### src/rtl/uams_defs.vh
// constants for the ultrasonic measurement sequencer
`ifndef UAMS_DEFS_VH
`define UAMS_DEFS_VH
`define UAMS_ST_SLEEP 3'h0
`define UAMS_ST_READY 3'h1
`define UAMS_ST_TX 3'h2
`define UAMS_ST_RX 3'h3
`define UAMS_ST_TEMP 3'h4
`define UAMS_ST_DONE 3'h5
`define UAMS_PH_FLIP_OFF 5'h1f
`define UAMS_TEMP_DIV 8
`define UAMS_TEMP_GAP_BASE 51
`define UAMS_TEMP_GAP_NUM 11
`define UAMS_TEMP_GAP_DEN 20
`define UAMS_TEMP_INTERVALS 3
`define UAMS_MAX_GROUPS 3'h7
`endif

### src/rtl/uams_top.v
// measurement sequencer: state machine, tx burst, echo stop, temperature
`timescale 1ns/1ps
`default_nettype none
`include "uams_defs.vh"
module uams_top #(
  parameter CNT_W = 16,
  parameter TX_HALF = 8'h04,
  parameter TIMEOUT_CYC = 16'h4000
) (
  // clock, reset, enable
  input wire clock,
  input wire rstn,
  input wire ce,
  // pins from host
  input wire wake_pin,
  input wire trigger_pin,
  input wire reset_pin,
  // configuration
  input wire measurement_select,
  input wire trig_falling_select,
  input wire temp_clock_divider_select,
  input wire [7:0] tx_clock_div,
  input wire single_rtd_select,
  input wire rtd_type_select,
  input wire [4:0] tx_pulse_count,
  input wire phase_flip_enable,
  input wire [4:0] phase_flip_position,
  input wire tail_stretch_enable,
  input wire echo_grouping_select,
  input wire [2:0] expected_stop_count,
  input wire [2:0] qualify_threshold_level,
  // analogue interface
  input wire zero_cross,
  input wire above_threshold,
  input wire [CNT_W-1:0] rtd_ref_cycles,
  input wire [CNT_W-1:0] rtd1_cycles,
  input wire [CNT_W-1:0] rtd2_cycles,
  // outputs
  output reg tx_out,
  output reg start_out,
  output reg stop_out,
  output reg error_n,
  output reg [2:0] threshold_dac,
  output reg config_ready,
  output reg busy,
  output reg [2:0] state_out
);
  wire wake_s;
  wire trig_s;
  wire zc_s;
  wire thr_s;
  wire rst_s;
  uams_sync u_wake (.clock(clock), .rstn(rstn), .ce(ce), .din(wake_pin),
    .dout(wake_s));
  uams_sync u_trig (.clock(clock), .rstn(rstn), .ce(ce), .din(trigger_pin),
    .dout(trig_s));
  uams_sync u_zc (.clock(clock), .rstn(rstn), .ce(ce), .din(zero_cross),
    .dout(zc_s));
  uams_sync u_thr (.clock(clock), .rstn(rstn), .ce(ce),
    .din(above_threshold), .dout(thr_s));
  uams_sync u_rst (.clock(clock), .rstn(rstn), .ce(ce), .din(reset_pin),
    .dout(rst_s));

  reg [2:0] state_r;
  reg [2:0] state_nxt;
  reg trig_d_r;
  reg zc_d_r;
  reg booted_r;
  // tx
  reg [7:0] tdiv_r;
  reg [5:0] half_r;
  reg phase_r;
  reg stretch_r;
  // rx
  reg armed_r;
  reg [2:0] stops_r;
  reg [CNT_W-1:0] tmo_r;
  reg group_r;
  // temperature
  reg [7:0] tclk_r;
  reg [1:0] ival_r;
  reg gap_r;
  reg [CNT_W+5:0] tcnt_r;
  // constants at the width of the logic they meet
  localparam [7:0] TEMP_DIV = `UAMS_TEMP_DIV;
  localparam [CNT_W+5:0] GAP_BASE = `UAMS_TEMP_GAP_BASE;
  localparam [CNT_W+5:0] GAP_NUM = `UAMS_TEMP_GAP_NUM;
  localparam [CNT_W+5:0] GAP_DEN = `UAMS_TEMP_GAP_DEN;

  wire trig_edge = trig_falling_select ? (trig_d_r & ~trig_s)
                                       : (~trig_d_r & trig_s);
  wire zc_rise = zc_s & ~zc_d_r;
  wire abort = rst_s | ~wake_s;
  wire [7:0] tdiv_lim = temp_clock_divider_select ? tx_clock_div
                                                  : TEMP_DIV;
  wire ttick = (tclk_r == tdiv_lim - 8'h01);
  wire [5:0] half_total = {tx_pulse_count, 1'b0};
  wire flip_on = phase_flip_enable &&
                 (phase_flip_position != `UAMS_PH_FLIP_OFF);

  // interval length by index, honouring single sensor ordering
  function [CNT_W-1:0] ival_len;
    input [1:0] idx;
    begin
      if (idx == 2'h2)
        ival_len = single_rtd_select ? rtd1_cycles : rtd2_cycles;
      else if (idx == 2'h1)
        ival_len = single_rtd_select ? rtd_ref_cycles : rtd1_cycles;
      else
        ival_len = rtd_ref_cycles;
    end
  endfunction

  // gap: 51 temperature clocks plus 0.55 of the prior interval, in ticks
  function [CNT_W+5:0] gap_len;
    input [CNT_W-1:0] prev;
    begin
      gap_len = GAP_BASE +
        (({6'h00, prev} * GAP_NUM) / GAP_DEN);
    end
  endfunction

  always @* begin
    state_nxt = state_r;
    case (state_r)
      `UAMS_ST_SLEEP: begin
        if (booted_r && wake_s)
          state_nxt = `UAMS_ST_READY;
      end
      `UAMS_ST_READY: begin
        if (!wake_s)
          state_nxt = `UAMS_ST_SLEEP;
        else if (trig_edge && !rst_s)
          state_nxt = measurement_select ? `UAMS_ST_TEMP
                                         : `UAMS_ST_TX;
      end
      `UAMS_ST_TX: begin
        if (abort)
          state_nxt = `UAMS_ST_SLEEP;
        else if (tdiv_r == 8'h00 && half_r == 6'h00)
          state_nxt = `UAMS_ST_RX;
      end
      `UAMS_ST_RX: begin
        if (abort)
          state_nxt = `UAMS_ST_SLEEP;
        else if (stops_r == expected_stop_count && !stop_out)
          state_nxt = `UAMS_ST_DONE;
        else if (tmo_r == {CNT_W{1'b0}})
          state_nxt = `UAMS_ST_DONE;
      end
      `UAMS_ST_TEMP: begin
        if (abort)
          state_nxt = `UAMS_ST_SLEEP;
        else if (ttick && tcnt_r == 0 && gap_r &&
                 ival_r == `UAMS_TEMP_INTERVALS - 1)
          state_nxt = `UAMS_ST_DONE;
      end
      `UAMS_ST_DONE: state_nxt = `UAMS_ST_SLEEP;
      default: state_nxt = `UAMS_ST_SLEEP;
    endcase
  end

  always @(posedge clock or negedge rstn) begin
    if (!rstn) begin
      state_r <= `UAMS_ST_SLEEP;
      trig_d_r <= 1'b0;
      zc_d_r <= 1'b0;
      booted_r <= 1'b0;
      tdiv_r <= 8'h00;
      half_r <= 6'h00;
      phase_r <= 1'b0;
      stretch_r <= 1'b0;
      armed_r <= 1'b0;
      stops_r <= 3'h0;
      tmo_r <= {CNT_W{1'b0}};
      group_r <= 1'b0;
      tclk_r <= 8'h00;
      ival_r <= 2'h0;
      gap_r <= 1'b0;
      tcnt_r <= {(CNT_W+6){1'b0}};
      tx_out <= 1'b0;
      start_out <= 1'b0;
      stop_out <= 1'b0;
      error_n <= 1'b1;
      threshold_dac <= 3'h0;
      config_ready <= 1'b0;
      busy <= 1'b0;
      state_out <= `UAMS_ST_SLEEP;
    end else if (ce) begin
      // wake level is only trusted once the filter has settled
      booted_r <= 1'b1;
      trig_d_r <= trig_s;
      zc_d_r <= zc_s;
      state_r <= state_nxt;
      state_out <= state_nxt;
      threshold_dac <= qualify_threshold_level;
      config_ready <= (state_nxt == `UAMS_ST_SLEEP) ||
                      (state_nxt == `UAMS_ST_READY);
      busy <= (state_nxt != `UAMS_ST_SLEEP) &&
              (state_nxt != `UAMS_ST_READY);
      if (state_r == `UAMS_ST_READY && state_nxt != `UAMS_ST_READY &&
          state_nxt != `UAMS_ST_SLEEP) begin
        // launch: one pulse cycle is two half periods
        error_n <= 1'b1;
        tdiv_r <= TX_HALF;
        // the flip merges two high halves, which drops one pulse
        half_r <= half_total;
        phase_r <= 1'b0;
        stretch_r <= 1'b0;
        tx_out <= 1'b0;
        start_out <= 1'b1;
        stops_r <= 3'h0;
        armed_r <= 1'b0;
        group_r <= 1'b0;
        tmo_r <= TIMEOUT_CYC;
        ival_r <= 2'h0;
        gap_r <= 1'b0;
        tclk_r <= 8'h00;
        tcnt_r <= {6'h00, ival_len(2'h0)};
      end else if (state_nxt == `UAMS_ST_SLEEP ||
                   state_nxt == `UAMS_ST_READY) begin
        tx_out <= 1'b0;
        start_out <= 1'b0;
        stop_out <= 1'b0;
      end else if (state_r == `UAMS_ST_TX) begin
        start_out <= 1'b0;
        if (tdiv_r != 8'h00) begin
          tdiv_r <= tdiv_r - 8'h01;
        end else if (half_r != 6'h00) begin
          half_r <= half_r - 6'h01;
          // stretch holds the half at half_r == 2, the final high one only while the phase is unflipped, for a second period
          if (tail_stretch_enable && half_r == 6'h02 && !stretch_r) begin
            stretch_r <= 1'b1;
            tdiv_r <= {TX_HALF[6:0], 1'b0};
          end else begin
            tdiv_r <= TX_HALF;
          end
          if (flip_on && half_r[0] == 1'b0 &&
              half_r[5:1] == tx_pulse_count - phase_flip_position)
            phase_r <= ~phase_r;
          tx_out <= ~half_r[0] ^ phase_r;
          if (half_r == 6'h01)
            tx_out <= 1'b0;
        end
      end else if (state_r == `UAMS_ST_RX) begin
        tx_out <= 1'b0;
        if (tmo_r != {CNT_W{1'b0}})
          tmo_r <= tmo_r - {{(CNT_W-1){1'b0}}, 1'b1};
        if (thr_s)
          armed_r <= 1'b1;
        if (!echo_grouping_select) begin
          stop_out <= 1'b0;
          if (zc_rise && armed_r && stops_r != expected_stop_count) begin
            stop_out <= 1'b1;
            stops_r <= stops_r + 3'h1;
            armed_r <= 1'b0;
          end
        end else begin
          if (zc_rise && armed_r && !group_r &&
              stops_r != expected_stop_count &&
              stops_r != `UAMS_MAX_GROUPS) begin
            stop_out <= 1'b1;
            group_r <= 1'b1;
            stops_r <= stops_r + 3'h1;
          end else if (zc_rise && group_r && !thr_s) begin
            stop_out <= 1'b0;
            group_r <= 1'b0;
            armed_r <= 1'b0;
          end
          if (group_r && thr_s)
            armed_r <= 1'b1;
        end
        if (state_nxt == `UAMS_ST_DONE && stops_r != expected_stop_count)
          error_n <= 1'b0;
      end else if (state_r == `UAMS_ST_TEMP) begin
        start_out <= 1'b0;
        stop_out <= 1'b0;
        tclk_r <= ttick ? 8'h00 : tclk_r + 8'h01;
        if (ttick) begin
          // stop lands on the interval's own last tick
          if (tcnt_r > 1 || (gap_r && tcnt_r != 0)) begin
            tcnt_r <= tcnt_r - 1'b1;
          end else if (!gap_r) begin
            stop_out <= 1'b1;
            gap_r <= 1'b1;
            tcnt_r <= gap_len(ival_len(ival_r));
          end else if (ival_r != `UAMS_TEMP_INTERVALS - 1) begin
            start_out <= 1'b1;
            gap_r <= 1'b0;
            ival_r <= ival_r + 2'h1;
            tcnt_r <= {6'h00, ival_len(ival_r + 2'h1)};
          end
        end
      end
    end
  end
endmodule
`default_nettype wire

### src/rtl/uams_sync.v
// three-stage input synchroniser with agreement filter
`timescale 1ns/1ps
`default_nettype none
module uams_sync (
  // clock and reset
  input wire clock,
  input wire rstn,
  input wire ce,
  // data
  input wire din,
  output reg dout
);
  reg s1_r;
  reg s2_r;
  reg s3_r;
  always @(posedge clock or negedge rstn) begin
    if (!rstn) begin
      s1_r <= 1'b0;
      s2_r <= 1'b0;
      s3_r <= 1'b0;
      dout <= 1'b0;
    end else if (ce) begin
      s1_r <= din;
      s2_r <= s1_r;
      s3_r <= s2_r;
      // change counts only once stages two and three agree
      if (s2_r == s3_r) begin
        dout <= s3_r;
      end
    end
  end
endmodule
`default_nettype wire

### config.mk
export PLATFORM = sky130hd
export DESIGN_NAME = uams_top
export DESIGN_NICKNAME = d
export VERILOG_FILES = /design/src/rtl/uams_top.v /design/src/rtl/uams_sync.v
export VERILOG_INCLUDE_DIRS = /design/src /design/src/rtl
export SDC_FILE = /design/constraint.sdc
export NUM_CORES = 1
export LEC_CHECK = 0
export BUFFER_PORTS_ARGS = -buffer_cell sky130_fd_sc_hd__buf_2
export CORE_UTILIZATION = 30
export CTS_CLUSTER_SIZE = 20
export DETAILED_ROUTE_END_ITERATION = 16
export GPL_TIMING_DRIVEN = 0
export HOLD_SLACK_MARGIN = 0.08
export PLACE_DENSITY_LB_ADDON = 0.1
export SLEW_MARGIN = 10
export SYNTH_ARGS = -nofsm -noshare
export SYNTH_HDL_FRONTEND = slang
export SYNTH_HIERARCHICAL = 1
export SYNTH_SLANG_ARGS = --single-unit
### constraint.sdc
create_clock -name clock -period 12.21 [get_ports clock]
set_clock_uncertainty 0.2 [all_clocks]
set_input_delay 1.221 -clock clock [delete_from_list [all_inputs] [get_ports clock]]
set_output_delay 1.221 -clock clock [all_outputs]
set_load 0.01 [all_outputs]
==> impl.org <==
** Floorplanning
- Number of placement rows :: approximately 70
- The floorplan step defined a core boundary enclosing around 39,000 µm².
- Die area :: approximately 40,000 µm²
- Starting utilization of the core area :: a little under a third
- Die H :: about 200 µm
- I/O pin cnt :: 100
- In this run the horizontal extent of the chip is roughly 200 µm.

** Global routing
- Vias in the first global route :: approximately 11,000
- Initial antenna violation count :: 3
- The first global-routing pass estimated about 66 mm of wire.
- Grt total ovfl :: 0
- Largest net degree at the start of global routing :: 54
- Global routing consumed, over all layers together, a little over a fifth of the routing resources.

** Synthesis
- Mapped Cells :: approximately 1,500
- Synthesized net count :: about 1,700
- Of the total synthesized cell area, the portion taken by full adders, half adders and majority gates is 8.47%.
- Summing the areas of all compound-gate instances in the mapped netlist gives approximately 30% of the synthesized area.
- Proportion of synthesized flip-flops having asynchronous set or reset :: 100%
- In this run the cell area of the synthesized design comes to around 12,000 µm².
- For this run, the leading register cell type out of synthesis is sky130_fd_sc_hd__dfrtp_1.
- For this run, the number of Yosys warnings is 6.
- Share of synthesized area spent on multiplexers :: 4.26%
- The top cell type by area accounts for between 20 and 25% of the synthesized area.
- Leading cell types by total area after synthesis :: sky130_fd_sc_hd__dfrtp_1 (22%), sky130_fd_sc_hd__ha_1 (6.1%), sky130_fd_sc_hd__a21oi_1 (4.9%)
- The synthesized design contains 105 register bits.
- Synthesized area divided by synthesized cell count :: roughly 7.8 µm²
- Sequential elements use 22.4% of the synthesized area.
- By area, the combinational part of the netlist is dominated by compound AO/OA/AOI/OAI gates.
- After synthesis, the netlist uses 116 different library cells.
- The largest total area in the synthesized netlist belongs to sky130_fd_sc_hd__dfrtp_1.
- The synthesized design contains 0 enable-type register cells.
- Summing the areas of all and, or, nand and nor instances in the mapped netlist gives 24.2% of the synthesized area.
- Xor and xnor fraction of the mapped netlist area :: around 6.0%

** Finish
- Area growth from synthesis to layout :: 13.0%
- Counting the fill cells in the layout gives around 4,200.
- In the layout the commonest cells are sky130_fd_sc_hd__nor2_1 (148), sky130_fd_sc_hd__nand2_1 (122), sky130_fd_sc_hd__a21oi_1 (113).
- Layout cells sized above 1 :: 14.6%
- Leaving out fill and tap cells, the most frequent cell in the layout is sky130_fd_sc_hd__nor2_1.
- After the last flow step, the layout net total stands at about 1,800.

** STA
- Max_slew headroom :: between 30 and 40%
- Part of the cycle the worst path needs :: 92.4%
- Setup repair after global routing left no endpoint under its margin.
- Final hold vios :: 0
- The routed design could run at a clock period as short as approximately 11 ns.
- Setup-violating endpoint count in the final report :: 0
- The max-slew violation count was 0.
- Fin worst setup slack :: approximately 0.92 ns
- Final-layout worst hold slack :: 0.289 ns
- Final TNS setup :: 0 ns
- Maximum achievable frequency :: roughly 0.089 GHz
- Worst-margin pin slew :: ~1.0 ns

** Routing
- Average detailed-routed wire length per instance :: 19.7 µm
- Number of design-rule violations left by the first detailed-router iteration :: a little under 900
- Post-route antenna net violation count :: 0
- The routed design has roughly 42 mm of wire.
- Post-route DRC :: 0
- Number of vias after detailed routing :: 12,000
- Number of vias per cell :: roughly 5.6
- Before antenna repair, the detailed router went through 5 iterations.

** Clock tree
- Clock insertion delay at the later pin of the skew report :: 0.37 ns
- Clock tree synthesis found a total of 105 sinks.
- After clock tree synthesis, the setup repair step added 0 buffers.
- In this run, CTS created clock tree buffers numbering 9.
- Maximum clock path buffer count :: 2
- Post-CTS clock slew at the launch and capture registers of the worst setup and hold paths :: 0.08 ns
- PostCTS Resize Cnt :: 0
- Clock H-tree levels :: 3
- Clock tree from TritonCTS :: yes
- CTS placed an instance of sky130_fd_sc_hd__clkbuf_16 at the clock tree root.
- Count of hold-fix buffers inserted at cts :: 0

** Pwr
- Static Leak :: approximately 5.4 nW
- Power density over the cells :: 321 nW/µm²
- The worst-case IR drop observed on VDD is 0.213 mV.

** Worst setup path
- In this run the critical register-to-register path is captured at tcnt_r[14]$_DFFE_PN0P_.
- Worst stage delay on the critical path :: 0.55 ns
- Worst-case reg-to-reg path depth :: 41
- At the worst endpoint, the required time is 12.28 ns.
- Highest fanout seen on the critical path :: 10
- Worst-path cell with the longest stage delay :: sky130_fd_sc_hd__a311oi_4
- The worst register-to-register path begins at ival_r[0]$_DFFE_PN0P_.
- Data arrival, critical path :: ~11 ns
- The setup path with the least slack is of type reg2reg.
- STA classifies the critical path startpoint as a flop.
- The worst setup path is captured at a flop.
- The most numerous cell type found on the critical path is sky130_fd_sc_hd__ha_1.
- Worst reg-to-reg setup slack :: ~0.92 ns

** Placement
- Once detailed placement completed, the half-perimeter wirelength came to between 30 and 40 mm.
- Port Buf Inserts :: 97
- Placer Congestion :: roughly 0.88
- Worst setup timing slack at the placement stage :: around 0.37 ns

** Run
- Across the run, the number of max-cap violations was 0.

** Min path
- The worst hold path terminates at error_n$_DFFE_PN1P_.
- The worst hold path begins at error_n$_DFFE_PN1P_.
- Type of the most critical hold path :: reg2reg
- Worst hold path cell count :: 2

** Run status
- The run finished with clean final reports.
## registers in the layout (all words and copies together) (netlist names), 2 cells and up
register       flops
ival_r             2
tdiv_r             8
tclk_r             8
tcnt_r            22
stops_r            3
state_r            3
threshold_dac      3
half_r             6
tmo_r             16
## critical path, delay by kind of cell (launching register included)
kind,cells,cell delay [ns]
compound gates,18,4.96
simple gates,10,1.98
buf+inv,7,1.70
fa+ha+maj,5,1.68
flops,1,0.40
mux,1,0.23
## how the worst max path moves through the flow
stage                                      from                      to  depth (start not counted)
after detailed placement      single_rtd_select   tcnt_r[2]$_DFFE_PN0P_                         39
after global routing      ival_r[0]$_DFFE_PN0P_  tcnt_r[14]$_DFFE_PN0P_                         38
after CTS                 ival_r[0]$_DFFE_PN0P_   tcnt_r[2]$_DFFE_PN0P_                         40
after global placement        single_rtd_select   tcnt_r[2]$_DFFE_PN0P_                         39
final                     ival_r[0]$_DFFE_PN0P_  tcnt_r[14]$_DFFE_PN0P_                         41
after floorplan               single_rtd_select  tcnt_r[14]$_DFFE_PN0P_                         37
## per-stage QoR
stage,std cells,power (mW),area [µm²],utilization (%)
5_1_grt,2129,4.63,13200,34.3
6_report,2132,4.25,13200,34.4
3_3_place_gp,2113,3.89,12900,33.3
3_5_place_dp,2114,3.89,12900,33.4
2_1_floorplan,1498,3.06,11700,-
4_1_cts,2129,4.26,13200,34.3
## layer usage
metal  up-vias  GRT usage, %  part of all wire (%)
li1       5795             -                     -
met1      5843          30.9                    49
met2       319          33.2                    45
met3        35          2.41                   4.7
met4         0          4.78                   1.6
met5         -             0                     0
## synth_stat cells (12+ instances only)
cell type	number
sky130_fd_sc_hd__a211oi_1	18
sky130_fd_sc_hd__buf_2	12
sky130_fd_sc_hd__nand4_1	19
sky130_fd_sc_hd__nand2_1	122
sky130_fd_sc_hd__nor4_1	20
sky130_fd_sc_hd__or3_1	19
sky130_fd_sc_hd__a21o_1	17
sky130_fd_sc_hd__dfrtp_1	104
sky130_fd_sc_hd__and3_1	25
sky130_fd_sc_hd__o22ai_1	15
sky130_fd_sc_hd__mux2i_1	24
sky130_fd_sc_hd__nor3_1	44
sky130_fd_sc_hd__xor2_1	31
sky130_fd_sc_hd__mux2_2	23
sky130_fd_sc_hd__inv_1	80
sky130_fd_sc_hd__nand2b_1	17
sky130_fd_sc_hd__xnor2_1	45
sky130_fd_sc_hd__fa_1	14
sky130_fd_sc_hd__a21oi_1	114
sky130_fd_sc_hd__ha_1	57
sky130_fd_sc_hd__o31ai_1	21
sky130_fd_sc_hd__clkbuf_1	59
sky130_fd_sc_hd__nand3_1	55
sky130_fd_sc_hd__a22oi_1	13
sky130_fd_sc_hd__nor2_1	148
sky130_fd_sc_hd__o21ai_0	102
sky130_fd_sc_hd__o211ai_1	20
sky130_fd_sc_hd__or2_2	13
sky130_fd_sc_hd__a31oi_1	17
## report_power, final
part | leakage (nW) | internal, mW | switching, mW | total [mW]
combinational | 3.92 | 1.26 | 2.20 | 3.46
clock | 0.162 | 0.201 | 0.145 | 0.345
sequential | 1.32 | 0.396 | 0.0472 | 0.443
## cell type report
type,instances,area (µm²),area share (%)
Clock buffer,9,225,1.70
Sequential cell,105,2630,19.8
Multi-Input combinational cell,1234,8470,64.0
Clock inverter,6,115,0.869
Buffer,77,323,2.44
Tap cell,518,648,4.89
Antenna cell,4,10.0,0.0756
Inverter,81,304,2.30
Timing Repair Buffer,98,519,3.92
## kinds of logic (layout without fill, tap and decap cells)
family,Yosys count,count (layout)
and+or+nand+nor,554,554
AOI/OAI and AO/OA,484,484
buffers and inverters,159,271
DFF,105,105
xor gates and xnor gates,78,78
adders and majority gates,71,71
muxes,47,47
other,0,4
Power figures use the tool's default switching activity.
